<file path="src/pkg/framer_pkg.sv">
package framer_pkg;

  // ------------------------------------------------------------------
  // Register map (byte addresses, one aligned word each)
  // ------------------------------------------------------------------
  localparam logic [7:0] ADDR_CTRL    = 8'h00;  // Stream enable, poll strobe
  localparam logic [7:0] ADDR_STATUS  = 8'h04;  // Framer state, read only
  localparam logic [7:0] ADDR_PROTO   = 8'h08;  // Protocol version, read only
  localparam logic [7:0] ADDR_AVG     = 8'h0C;  // Averaging exponent
  localparam logic [7:0] ADDR_FRAMES  = 8'h10;  // Frames per packet
  localparam logic [7:0] ADDR_STATE   = 8'h14;  // Live state word, read only

  // ------------------------------------------------------------------
  // Field positions
  // ------------------------------------------------------------------
  localparam int CTRL_STREAM_BIT  = 0;
  localparam int CTRL_POLL_BIT    = 1;
  localparam int ST_LINE_BIT      = 2;
  localparam int ST_RAMP_RUN_BIT  = 11;
  localparam int ST_RAMP_SYN_BIT  = 12;
  localparam int ST_AVG_LSB       = 15;
  localparam int ST_PULSE_RUN_BIT = 19;
  localparam int ST_PULSE_EDG_BIT = 20;
  localparam int ST_PULSE_SYN_BIT = 21;
  localparam int ST_ARB_RUN_BIT   = 22;
  localparam int ST_ARB_SYN_BIT   = 23;
  localparam int OVL_E_BIT        = 2;
  localparam int OVL_I_BIT        = 3;

  // ------------------------------------------------------------------
  // Values and reset defaults
  // ------------------------------------------------------------------
  localparam logic [31:0] PROTO_VERSION = 32'h0000_0002;
  localparam logic [3:0]  AVG_RESET     = 4'h0;
  localparam logic [3:0]  AVG_MAX       = 4'h8;
  localparam logic [7:0]  FRAMES_RESET  = 8'h04;
  localparam logic [1:0]  WORD_BYTES    = 2'h3;   // Last byte index of a word

  // ------------------------------------------------------------------
  // Types
  // ------------------------------------------------------------------
  typedef struct packed {
    logic        last;   // Final byte of a packet
    logic [7:0]  data;
  } byte_beat_type;

  typedef struct packed {
    logic line_zc;    // Power line zero crossing pulse
    logic ramp_run;   // Ramp generator running level
    logic ramp_sync;  // Ramp start or repeat pulse
    logic pulse_run;  // Pulse generator running level
    logic pulse_edge; // Pulse edge pulse
    logic pulse_sync; // Pulse start or repeat pulse
    logic arb_run;    // Arbitrary generator running level
    logic arb_sync;   // Arbitrary start or repeat pulse
    logic ovl_e;      // Voltage overload level
    logic ovl_i;      // Current overload level
  } inst_event_type;

  typedef enum {S_IDLE, S_FRAME, S_FOOTER} frame_state_type;

endpackage : framer_pkg
</file>
<file path="src/design/state_stream_framer.sv">
`timescale 1ns/1ps
`default_nettype none

// How it works
// - Stream bit starts/stops continuous packets
// - Poll strobe sends one packet unless a streamed packet start absorbs it
// - Protocol register reads version 2
// - Words go out low byte first
// - Each frame carries four-byte state word
// - Bit 2 toggles per line zero crossing
// - Bit 11 shows ramp running
// - Bit 12 toggles on ramp start/repeat
// - Bits 15-18 carry averaging exponent
// - Bit 19 shows pulse running
// - Bit 20 toggles per pulse edge
// - Bit 21 toggles on pulse start/repeat
// - Bit 22 shows arbitrary running
// - Bit 23 toggles on arbitrary start/repeat
// - Footer byte bits 2,3 record overloads
// - Exponent follows last averaging setting
module state_stream_framer (
  // Clock and reset
  input  wire logic                     CLOCK_I,
  input  wire logic                     RSTN_I,
  // APB slave
  input  wire logic                     PSEL_I,
  input  wire logic                     PENABLE_I,
  input  wire logic                     PWRITE_I,
  input  wire logic [7:0]               PADDR_I,
  input  wire logic [31:0]              PWDATA_I,
  output logic      [31:0]              PRDATA_O,
  output logic                          PREADY_O,
  output logic                          PSLVERR_O,
  // Instrument events, asynchronous to this clock
  input  wire framer_pkg::inst_event_type EVENTS_I,
  // Byte stream towards the host link
  output framer_pkg::byte_beat_type     TX_BEAT_O,
  output logic                          TX_VALID_O,
  input  wire logic                     TX_READY_I,
  output logic                          BUSY_O
);
  import framer_pkg::*;

  // ------------------------------------------------------------------
  // Input synchronisers
  // ------------------------------------------------------------------
  inst_event_type ev_meta_reg;   // First stage, read only by second
  inst_event_type ev_sync_reg;   // Second stage
  inst_event_type ev_prev_reg;   // Delayed copy for edge detection
  inst_event_type ev_rise;       // Rising edges of pulse-type events

  // Pulse events must stay high and low for two clocks each, or an
  // edge can fall between samples and be lost
  // Two flops before any use; a third stage finds edges
  always_ff @(posedge CLOCK_I or negedge RSTN_I) begin
    if (!RSTN_I) begin
      ev_meta_reg <= '0;
      ev_sync_reg <= '0;
      ev_prev_reg <= '0;
    end else begin
      ev_meta_reg <= EVENTS_I;
      ev_sync_reg <= ev_meta_reg;
      ev_prev_reg <= ev_sync_reg;
    end
  end

  assign ev_rise = ev_sync_reg & ~ev_prev_reg;

  // ------------------------------------------------------------------
  // Registers
  // ------------------------------------------------------------------
  logic            stream_en_reg;   // Continuous streaming on
  logic            poll_pend_reg;   // One packet requested
  logic [3:0]      avg_exp_reg;     // Averaging exponent
  logic [7:0]      frames_reg;      // Data frames per packet
  logic            apb_write;       // Write access phase
  logic            poll_take;       // Framer accepts pending poll

  assign apb_write = PSEL_I & PENABLE_I & PWRITE_I;

  // Write access phase aimed at one register offset; shared by every
  // register below so the decode cannot drift between them
  function automatic logic wr_hit(input logic       wr,
                                  input logic [7:0] addr,
                                  input logic [7:0] offset);
    return wr && (addr == offset);
  endfunction : wr_hit

  // Control bits from software
  always_ff @(posedge CLOCK_I or negedge RSTN_I) begin
    if (!RSTN_I) begin
      stream_en_reg <= 1'b0;
    end else if (wr_hit(apb_write, PADDR_I, ADDR_CTRL)) begin
      stream_en_reg <= PWDATA_I[CTRL_STREAM_BIT];
    end
  end

  // Poll request: a new write wins over the framer taking the old one
  always_ff @(posedge CLOCK_I or negedge RSTN_I) begin
    if (!RSTN_I) begin
      poll_pend_reg <= 1'b0;
    end else if (wr_hit(apb_write, PADDR_I, ADDR_CTRL) && PWDATA_I[CTRL_POLL_BIT]) begin
      poll_pend_reg <= 1'b1;
    end else if (poll_take) begin
      poll_pend_reg <= 1'b0;
    end
  end

  // Averaging exponent, values above the maximum are clamped
  always_ff @(posedge CLOCK_I or negedge RSTN_I) begin
    if (!RSTN_I) begin
      avg_exp_reg <= AVG_RESET;
    end else if (wr_hit(apb_write, PADDR_I, ADDR_AVG)) begin
      avg_exp_reg <= (PWDATA_I[3:0] > AVG_MAX) ? AVG_MAX : PWDATA_I[3:0];
    end
  end

  // Frames per packet; zero is raised to one so a packet always has a frame
  // The count is taken at packet start; a write mid-packet applies next time
  always_ff @(posedge CLOCK_I or negedge RSTN_I) begin
    if (!RSTN_I) begin
      frames_reg <= FRAMES_RESET;
    end else if (wr_hit(apb_write, PADDR_I, ADDR_FRAMES)) begin
      frames_reg <= (PWDATA_I[7:0] == 8'h00) ? 8'h01 : PWDATA_I[7:0];
    end
  end

  // ------------------------------------------------------------------
  // Live instrument state word
  // ------------------------------------------------------------------
  logic            line_tog_reg;    // Line sync toggle
  logic            ramp_tog_reg;    // Ramp sync toggle
  logic            pedge_tog_reg;   // Pulse edge toggle
  logic            psync_tog_reg;   // Pulse sync toggle
  logic            arb_tog_reg;     // Arbitrary sync toggle
  logic [31:0]     state_word;      // Assembled word

  // Toggles flip on the synchronised event edges
  always_ff @(posedge CLOCK_I or negedge RSTN_I) begin
    if (!RSTN_I) begin
      line_tog_reg  <= 1'b0;
      ramp_tog_reg  <= 1'b0;
      pedge_tog_reg <= 1'b0;
      psync_tog_reg <= 1'b0;
      arb_tog_reg   <= 1'b0;
    end else begin
      line_tog_reg  <= line_tog_reg  ^ ev_rise.line_zc;
      ramp_tog_reg  <= ramp_tog_reg  ^ ev_rise.ramp_sync;
      pedge_tog_reg <= pedge_tog_reg ^ ev_rise.pulse_edge;
      psync_tog_reg <= psync_tog_reg ^ ev_rise.pulse_sync;
      arb_tog_reg   <= arb_tog_reg   ^ ev_rise.arb_sync;
    end
  end

  // Run levels appear two clocks after the pin, as synchronised
  // Unlisted and internal positions stay zero
  always_comb begin
    state_word                   = '0;
    state_word[ST_LINE_BIT]      = line_tog_reg;
    state_word[ST_RAMP_RUN_BIT]  = ev_sync_reg.ramp_run;
    state_word[ST_RAMP_SYN_BIT]  = ramp_tog_reg;
    state_word[ST_AVG_LSB +: 4]  = avg_exp_reg;
    state_word[ST_PULSE_RUN_BIT] = ev_sync_reg.pulse_run;
    state_word[ST_PULSE_EDG_BIT] = pedge_tog_reg;
    state_word[ST_PULSE_SYN_BIT] = psync_tog_reg;
    state_word[ST_ARB_RUN_BIT]   = ev_sync_reg.arb_run;
    state_word[ST_ARB_SYN_BIT]   = arb_tog_reg;
  end

  // ------------------------------------------------------------------
  // Packet framer
  // ------------------------------------------------------------------
  frame_state_type state_reg;       // Framer state
  logic [31:0]     word_reg;        // State word being sent
  logic [1:0]      byte_idx_reg;    // Byte within word
  logic [7:0]      frame_cnt_reg;   // Frames left after current
  logic            ovl_e_reg;       // Voltage overload this packet
  logic            ovl_i_reg;       // Current overload this packet
  logic            buf_in_ready;    // Buffer accepts a beat
  logic            push;            // Beat enters the buffer
  byte_beat_type   push_beat;       // Beat offered to the buffer
  logic            start_pkt;       // New packet begins

  // A packet starts only from idle, so streamed packets follow one another
  // with one idle cycle between a footer and the next frame
  assign start_pkt = (state_reg == S_IDLE) && (stream_en_reg || poll_pend_reg);
  // Any packet start consumes a pending poll, so a poll made while
  // streaming is absorbed instead of adding a packet after stop
  assign poll_take = start_pkt;
  assign push      = (state_reg != S_IDLE) && buf_in_ready;

  // Beat offered: state word low byte first, then the overload footer
  always_comb begin
    push_beat = '0;
    if (state_reg == S_FOOTER) begin
      push_beat.last            = 1'b1;
      push_beat.data[OVL_E_BIT] = ovl_e_reg;
      push_beat.data[OVL_I_BIT] = ovl_i_reg;
    end else begin
      push_beat.data = word_reg[byte_idx_reg * 8 +: 8];
    end
  end

  // Sequence: frames of four bytes, then one footer byte
  always_ff @(posedge CLOCK_I or negedge RSTN_I) begin
    if (!RSTN_I) begin
      state_reg     <= S_IDLE;
      word_reg      <= '0;
      byte_idx_reg  <= '0;
      frame_cnt_reg <= '0;
    end else begin
      case (state_reg)
        S_IDLE: begin
          if (start_pkt) begin
            state_reg     <= S_FRAME;
            word_reg      <= state_word;
            byte_idx_reg  <= '0;
            frame_cnt_reg <= frames_reg - 8'h01;
          end
        end
        S_FRAME: begin
          if (push) begin
            if (byte_idx_reg != WORD_BYTES) begin
              byte_idx_reg <= byte_idx_reg + 2'h1;
            end else if (frame_cnt_reg != 8'h00) begin
              byte_idx_reg  <= '0;
              word_reg      <= state_word;
              frame_cnt_reg <= frame_cnt_reg - 8'h01;
            end else begin
              state_reg <= S_FOOTER;
            end
          end
        end
        S_FOOTER: begin
          if (push) begin
            state_reg <= S_IDLE;
          end
        end
        default: begin
          state_reg <= S_IDLE;
        end
      endcase
    end
  end

  // Overload records restart with each packet and are sticky inside it
  // An overload seen only during footer cycles or idle cycles before the start cycle is not recorded
  always_ff @(posedge CLOCK_I or negedge RSTN_I) begin
    if (!RSTN_I) begin
      ovl_e_reg <= 1'b0;
      ovl_i_reg <= 1'b0;
    end else if (start_pkt) begin
      ovl_e_reg <= ev_sync_reg.ovl_e;
      ovl_i_reg <= ev_sync_reg.ovl_i;
    end else if (state_reg == S_FRAME) begin
      ovl_e_reg <= ovl_e_reg | ev_sync_reg.ovl_e;
      ovl_i_reg <= ovl_i_reg | ev_sync_reg.ovl_i;
    end
  end

  // ------------------------------------------------------------------
  // Two-entry output buffer
  // ------------------------------------------------------------------
  byte_beat_type   buf_mem [2];     // Storage
  logic            wr_ptr_reg;      // Write slot
  logic            rd_ptr_reg;      // Read slot
  logic [1:0]      count_reg;       // Entries held
  logic            pop;             // Beat leaves the buffer

  // Two entries let the framer push while the receiver takes the older
  // beat, so a single stall cycle costs no throughput
  assign buf_in_ready = (count_reg != 2'h2);
  assign pop          = TX_VALID_O && TX_READY_I;
  assign TX_VALID_O   = (count_reg != 2'h0);
  assign TX_BEAT_O    = buf_mem[rd_ptr_reg];

  // Storage write; a stall by the receiver holds the framer, not drops
  always_ff @(posedge CLOCK_I or negedge RSTN_I) begin
    if (!RSTN_I) begin
      buf_mem[0] <= '0;
      buf_mem[1] <= '0;
    end else if (push) begin
      buf_mem[wr_ptr_reg] <= push_beat;
    end
  end

  // Pointers and occupancy
  always_ff @(posedge CLOCK_I or negedge RSTN_I) begin
    if (!RSTN_I) begin
      wr_ptr_reg <= 1'b0;
      rd_ptr_reg <= 1'b0;
      count_reg  <= '0;
    end else begin
      if (push) begin
        wr_ptr_reg <= ~wr_ptr_reg;
      end
      if (pop) begin
        rd_ptr_reg <= ~rd_ptr_reg;
      end
      count_reg <= count_reg + {1'b0, push} - {1'b0, pop};
    end
  end

  assign BUSY_O = (state_reg != S_IDLE) || TX_VALID_O;

  // ------------------------------------------------------------------
  // APB read side
  // ------------------------------------------------------------------
  logic [31:0]     rd_mux;          // Selected read value
  logic            addr_hit;        // Address is mapped

  // Read decode; unmapped addresses answer with an error
  always_comb begin
    rd_mux   = '0;
    addr_hit = 1'b1;
    case (PADDR_I)
      ADDR_CTRL:   rd_mux = {30'h0000_0000, poll_pend_reg, stream_en_reg};
      ADDR_STATUS: rd_mux = {28'h000_0000, count_reg, (state_reg != S_IDLE), BUSY_O};
      ADDR_PROTO:  rd_mux = PROTO_VERSION;
      ADDR_AVG:    rd_mux = {28'h000_0000, avg_exp_reg};
      ADDR_FRAMES: rd_mux = {24'h00_0000, frames_reg};
      ADDR_STATE:  rd_mux = state_word;
      default:     addr_hit = 1'b0;
    endcase
  end

  // Read data is latched in the setup phase; zero-wait answer
  always_ff @(posedge CLOCK_I or negedge RSTN_I) begin
    if (!RSTN_I) begin
      PRDATA_O <= '0;
    end else if (PSEL_I && !PENABLE_I && !PWRITE_I) begin
      PRDATA_O <= rd_mux;
    end
  end

  // Ready is tied high, so every access ends at its first access-phase edge
  assign PREADY_O  = 1'b1;
  assign PSLVERR_O = PSEL_I & PENABLE_I & ~addr_hit;

endmodule : state_stream_framer

`default_nettype wire

</file>
<file path="config.mk">
export PLATFORM = sky130hd
export DESIGN_NAME = state_stream_framer
export DESIGN_NICKNAME = d
export VERILOG_FILES = /design/src/pkg/framer_pkg.sv /design/src/design/state_stream_framer.sv
export SDC_FILE = /design/constraint.sdc
export NUM_CORES = 1
export LEC_CHECK = 0
export BUFFER_PORTS_ARGS = -buffer_cell sky130_fd_sc_hd__buf_2
export CAP_MARGIN = 10
export CORE_MARGIN = 8
export CORE_UTILIZATION = 40
export DETAILED_ROUTE_END_ITERATION = 6
export PLACE_DENSITY = 0.68
export SKIP_CTS_REPAIR_TIMING = 1
export SYNTH_ARGS = -nofsm -noshare
export SYNTH_HDL_FRONTEND = slang
export SYNTH_SLANG_ARGS = --single-unit
export TNS_END_PERCENT = 10
</file>
<file path="constraint.sdc">
create_clock -name CLOCK_I -period 4.4 [get_ports CLOCK_I]
set_clock_uncertainty 0.2 [all_clocks]
set_input_delay 0.22 -clock CLOCK_I [delete_from_list [all_inputs] [get_ports CLOCK_I]]
set_output_delay 0.22 -clock CLOCK_I [all_outputs]
set_load 0.02 [all_outputs]
</file>
==> results of run 1 <==
-- per-layer routing --
layer / share of wire (%) / up-vias / track usage, %
li1: - / 1712 / -
met5: 0 / - / 0
met4: 1.4 / 0 / 5.17
met3: 4.1 / 8 / 2.64
met1: 48 / 1721 / 17.8
met2: 46 / 114 / 21.5
-- cell families after synthesis --
logic type / count (synthesis) / synth area share [%]
XOR/XNOR: 9 / 1.62
AND/OR/NAND/NOR: 164 / 15.6
adder cells (fa/ha/maj): 4 / 1.03
other: 2 / 0.154
flip-flops: 111 / 57.0
AO/OA/AOI/OAI: 95 / 13.1
multiplexers: 28 / 6.31
buffers and inverters: 48 / 5.18
-- where the power goes --
| part | internal, uW | leakage, uW | switching, uW | total (uW) |
|---|---|---|---|---|
| combinational | 266 | 0.00117 | 348 | 614 |
| clock | 513 | 0.000167 | 379 | 892 |
| sequential | 1170 | 0.00144 | 168 | 1340 |
-- placed cells by master (no fill, tap or decap), types with 5 or more instances in the layout --
| cell type | count |
|---|---|
| or4_1 | 5 |
| nor2_1 | 24 |
| mux2i_1 | 6 |
| clkbuf_16 | 9 |
| o21ai_0 | 31 |
| nor2b_1 | 7 |
| o31ai_1 | 5 |
| dfrtp_1 | 110 |
| nand2_1 | 84 |
| dlygate4sd3_1 | 19 |
| inv_1 | 9 |
| mux2_2 | 22 |
| nand2b_1 | 11 |
| buf_2 | 61 |
| a21oi_1 | 14 |
| a22o_1 | 17 |
| nand3_1 | 6 |
| conb_1 | 14 |
| xnor2_1 | 7 |
| nor3_1 | 10 |
-- how the worst max path moves through the flow --
stage,slack [ns],to,start,cells after the start
after floorplan,2.10,frame_cnt_reg[6]$_DFFE_PN0P_,state_reg[0]$_DFFE_PN0P_,10
after global placement,1.83,frame_cnt_reg[6]$_DFFE_PN0P_,state_reg[1]$_DFFE_PN0P_,7
after detailed placement,1.73,frame_cnt_reg[3]$_DFFE_PN0P_,byte_idx_reg[0]$_DFFE_PN0P_,6
after CTS,1.71,frame_cnt_reg[3]$_DFFE_PN0P_,frame_cnt_reg[3]$_DFFE_PN0P_,5
after global routing,1.51,frame_cnt_reg[6]$_DFFE_PN0P_,state_reg[1]$_DFFE_PN0P_,7
final,1.69,frame_cnt_reg[3]$_DFFE_PN0P_,frame_cnt_reg[3]$_DFFE_PN0P_,5
-- worst max-delay path, cell delays in order (launching register included) --
cell       delay [ns]
dfrtp_1          0.45
nor4_2           0.40
nand3_1          0.22
nand3b_1         0.76
a2111oi_0        0.26
a311oi_1         0.31
-- stage by stage --
step | utilization [%] | power (uW) | hold slack (ns)
floorplan | - | 1790 | -0.276
global placement | 43.6 | 1930 | 0.128
detailed placement | 43.6 | 1960 | 0.130
CTS | 46.5 | 2870 | -0.239
global route | 48.1 | 3020 | 0.0421
finish | 48.1 | 2850 | 0.0238
-- cell type report --
| cell class | instances | area, um2 |
|---|---|---|
| fillers | 1041 | 6210 |
| clock inverters | 7 | 113 |
| inverters | 9 | 33.8 |
| repair buffers | 84 | 526 |
| clock buffers | 9 | 225 |
| flip-flops and latches | 111 | 2780 |
| multi-input cells | 314 | 1890 |
| well taps | 147 | 184 |
-- cell usage after synthesis, types with 2 or more instances --
master	instances	area share [%]
o32a_1	2	0.41
o31ai_1	5	0.77
o311ai_1	2	0.36
inv_1	9	0.69
mux2i_1	6	1.2
nor4_1	5	0.64
nand3_1	6	0.62
nand2b_1	11	1.4
dfrtp_1	110	56
nor2_1	24	1.8
nor3_1	10	1.0
nand2_1	84	6.5
nor2b_1	7	0.90
a211oi_1	3	0.46
a22oi_1	4	0.62
buf_4	14	2.2
nor3b_1	2	0.31
a21oi_1	14	1.4
xnor2_1	7	1.3
conb_1	2	0.15
or4_1	5	0.77
or2_2	3	0.39
xor2_1	2	0.36
a31oi_1	4	0.51
o22ai_1	2	0.26
buf_2	10	1.0
a22o_1	17	3.1
o21ai_0	31	3.2
ha_1	4	1.0
mux2_2	22	5.1
o22a_1	3	0.54
clkbuf_1	13	1.0
==> out/qor.yml, run 1 <==
die:
  die_area_um2: 16000
  ioPinCount: 101
  die_x_um: 126
  coreArea_um2: 12000
  placementRows: 40
  die_h_um: 126
  start_util_pct: 40.8
global_route:
  overflow: 0
  grt_pass1_vias: 3492
  gr-usage-all-layers_pct: 13.5
  grt_pass1_wl_mm: 17.7
  grt_antenna_before_repair: 0
  grt_max_degree: 71
sta:
  tightest_slew_ns: 1.10
  rsz0062_at_grt: "no"
  hold_viol: 0
  post-route-period-util_pct: 61.7
  worst_slack_ns: 1.69
  relSlewSlack_pct: 25.8
  drv_slew: 0
  min_period_ns: 2.71
  fmax_ghz: 0.368
  setup_viol: 0
  fin_setup_tns_ns: 0
cts:
  cts_made_buffers: 9
  cts.clk_slew.worst_paths_ns: 0.07
  cts_buffer_depth: 2
  htreeDepth: 3
  root_buffer: "clkbuf_16"
  clk_latency_ns: 0.34
  cts.sinks: 111
  cts_tree: "yes"
layout:
  nets: 589
  final_cells: 681
  drive_gt1_share_pct: 21.2
  area_growth_pct: 18.0
  stdcell_area_um2: 5750
  largest_reg_flops: 19
  diodes: 0
synth:
  yosysWarnings: 0
  ys_seq_area_share_pct: 57.0
  synth_area_um2: 4870
  async_reset_ff_share_pct: 100
  synthFlopType: "dfrtp_1"
  synth_seq_cells: 111
  avgSynthCellArea_um2: 10.6
  synth_edf_count: 0
  yosysUniqueCellTypes: 50
  syn_inst: 461
placed_design:
  io_buffers: 62
  dpl_worst_slack_ns: 1.73
  gp_congestion: 0.854
  place_area_um2: 5220
  dpl.cell_count: 645
  dp_hpwl_mm: 7.55
setup_path:
  path_class: "reg2reg"
  rr_endpoint: "frame_cnt_reg[3]$_DFFE_PN0P_"
  r2r_setup_slack_ns: 1.69
  critPathLaunchType: "flop"
  critPathCaptureType: "flop"
  crit_fanout: 24
  crit_arrival_ns: 2.75
  rr_worst_depth: 5
  r2r-start: "frame_cnt_reg[3]$_DFFE_PN0P_"
  required_ns: 4.44
detailed_routing:
  vias: 3555
  wirelength_mm: 10.5
  detail-route-antenna-nets: 0
  wire_per_inst_um: 15.5
  drt-initial-drc-count: 280
  avgViaCountPerCell: 5.22
  drc: 0
  dr.pass1.iters: 5
outcome:
  status: "finished clean"
power:
  p_leak_uw: 0.00278
  max-vdd-ir-drop_v: 0.000255
  power.density_nw_per_um2: 495
min_path:
  whs_path_depth: 3
  holdPathEnd: "rd_ptr_reg$_DFFE_PN0P_"
  hp-class: "in2reg"
  min_from: "TX_READY_I"
run:
  cap_violations: 0
(Power assumes the default switching activity.)
==> run 2: changes to the inputs <==
--- a/config.mk
+++ b/config.mk
@@ -10,7 +10,7 @@
 export CORE_MARGIN = 8
 export CORE_UTILIZATION = 40
 export DETAILED_ROUTE_END_ITERATION = 6
-export PLACE_DENSITY = 0.68
+export PLACE_DENSITY = 0.71
 export SKIP_CTS_REPAIR_TIMING = 1
 export SYNTH_ARGS = -nofsm -noshare
 export SYNTH_HDL_FRONTEND = slang
==> constraint.sdc (replaced) <==
create_clock -name CLOCK_I -period 2.24 [get_ports CLOCK_I]
set_clock_uncertainty 0.2 [all_clocks]
set_input_delay 0.112 -clock CLOCK_I [delete_from_list [all_inputs] [get_ports CLOCK_I]]
set_output_delay 0.112 -clock CLOCK_I [all_outputs]
set_load 0.02 [all_outputs]
==> out/qor.yml, run 2 (synthesis results as in run 1) <==
outcome:
  status: "finished with violations"
  violations: "hold timing"
setup_path:
  rr_worst_depth: 6
  critPathLaunchType: "flop"
  required_ns: 2.28
  r2r-start: "state_reg[0]$_DFFE_PN0P_"
  crit_family: "compound AO/OA/AOI/OAI gates"
  crit_arrival_ns: 2.20
  path_cells: "nor2b_2 > buf_4 > or4_1 > a211oi_2 > o21ai_0 > a22o_1"
  r2r_setup_slack_ns: 0.08
  max_stage_delay_ns: 0.41
  path_class: "reg2reg"
  crit_cells: 6
  crit_fanout: 5
  cpMaxStageDelayCell: "dfrtp_1"
  critPathCaptureType: "flop"
  critPathBufInv: 1
  rr_endpoint: "frame_cnt_reg[7]$_DFFE_PN0P_"
cts:
  cts_made_buffers: 9
  cts_tree: "yes"
  htreeDepth: 3
  cts.sinks: 111
  cts_buffer_depth: 2
  clk_latency_ns: 0.35
  cts.clk_slew.worst_paths_ns: 0.07
  root_buffer: "clkbuf_16"
die:
  ioPinCount: 101
  die_area_um2: 16000
  die_x_um: 126
  start_util_pct: 40.8
  coreArea_um2: 12000
  die_h_um: 126
  placementRows: 40
min_path:
  holdPathEnd: "PRDATA_O[2]$_DFFE_PN0P_"
  min_from: "PADDR_I[6]"
  whs_path_depth: 4
  hp-class: "in2reg"
detailed_routing:
  vias: 3640
  wire_per_inst_um: 15.8
  drt-initial-drc-count: 189
  detail-route-antenna-nets: 0
  avgViaCountPerCell: 5.18
  wirelength_mm: 11.1
  drc: 0
  dr.pass1.iters: 4
sta:
  hold_ws_ns: -0.0256
  tightest_slew_ns: 0.616
  fin_setup_tns_ns: 0
  worst_slack_ns: 0.0756
  fmax_ghz: 0.462
  setup_viol: 0
  hold_viol: 2
  min_period_ns: 2.16
  relSlewSlack_pct: 58.8
  drv_slew: 0
  post-route-period-util_pct: 96.6
  rsz0062_at_grt: "no"
layout:
  nets: 611
  final_common_cell: "dfrtp_1"
  stdcell_area_um2: 5920
  largest_reg_flops: 19
  diodes: 0
  final_cell_mix: "dfrtp_1 (110), nand2_1 (84), buf_2 (61), o21ai_0 (31), nor2_1 (24)"
  final_cells: 703
  area_growth_pct: 21.4
  fill_cells: 1066
  drive_gt1_share_pct: 24.3
placed_design:
  io_buffers: 62
  dpl_worst_slack_ns: 0.0678
  dp_hpwl_mm: 7.87
  place_area_um2: 5370
  gp_congestion: 0.873
  dpl.cell_count: 664
global_route:
  grt_pass1_wl_mm: 18.1
  overflow: 0
  gr-usage-all-layers_pct: 14.0
  grt_max_degree: 98
  grt_pass1_vias: 3582
  grt_antenna_before_repair: 0
power:
  power.density_nw_per_um2: 936
  p_leak_uw: 0.00286
  max-vdd-ir-drop_v: 0.000439
run:
  cap_violations: 0
==> run 2: cell types whose count changed in the layout (fill, tap and decap cells not counted), moves of 2 or more <==
cell | previous run | this run
clkinvlp_4 | 0 | 2
nor2b_2 | 0 | 2
buf_4 | 3 | 21
bufinv_16 | 2 | 0
nor2b_1 | 7 | 5
dlygate4sd3_1 | 19 | 23
==> run 2: worst max path at each step <==
stage,from,endpoint,slack [ns]
3_3_place_gp,state_reg[0]$_DFFE_PN0P_,frame_cnt_reg[5]$_DFFE_PN0P_,0.14
2_1_floorplan,state_reg[0]$_DFFE_PN0P_,frame_cnt_reg[6]$_DFFE_PN0P_,0.05
3_5_place_dp,state_reg[0]$_DFFE_PN0P_,frame_cnt_reg[5]$_DFFE_PN0P_,0.07
5_1_grt,state_reg[0]$_DFFE_PN0P_,frame_cnt_reg[7]$_DFFE_PN0P_,0.002
6_report,state_reg[0]$_DFFE_PN0P_,frame_cnt_reg[7]$_DFFE_PN0P_,0.08
4_1_cts,state_reg[0]$_DFFE_PN0P_,frame_cnt_reg[5]$_DFFE_PN0P_,0.05
==> run 2: stage by stage <==
step / hold WS [ns] / utilization, % / power (uW)
6_report: -0.0256 / 49.5 / 5540
4_1_cts: -0.593 / 47.4 / 5530
3_5_place_dp: -0.213 / 44.9 / 3970
3_3_place_gp: -0.218 / 44.9 / 3910
2_1_floorplan: -0.384 / - / 3520
5_1_grt: 0.00370 / 49.5 / 5890
==> run 2: worst reg2reg max path: cells and delay by family (launching register included) <==
| family | cells | cell delay (ns) |
|---|---|---|
| buffers and inverters | 1 | 0.15 |
| AO/OA/AOI/OAI | 3 | 0.69 |
| AND/OR/NAND/NOR | 2 | 0.62 |
| flip-flops | 1 | 0.41 |
==> run 2: final cells by class <==
| type | count | area, um2 | area share (%) |
|---|---|---|---|
| multi-input combinational | 314 | 1920 | 32.4 |
| clock buffer | 10 | 239 | 4.04 |
| timing repair buffer | 106 | 713 | 12.1 |
| tap | 147 | 184 | 3.11 |
| inverter | 9 | 33.8 | 0.571 |
| sequential | 111 | 2780 | 47.0 |
| clock inverter | 6 | 51.3 | 0.867 |
==> run 2: where the power goes <==
part	internal [uW]	total, uW	switching (uW)	leakage [uW]
sequential	2300	2620	313	0.00144
clock	800	1540	737	0.000139
combinational	637	1380	746	0.00128
==> run 2: per-layer routing <==
layer	routed length, um	vias up	share of wire (%)	GRT usage, %
li1	-	1758	-	-
met1	5230	1780	47	18.7
met2	5190	92	47	21.7
met3	531	10	4.8	3.39
met4	140	0	1.3	4.88
met5	0	-	0	0
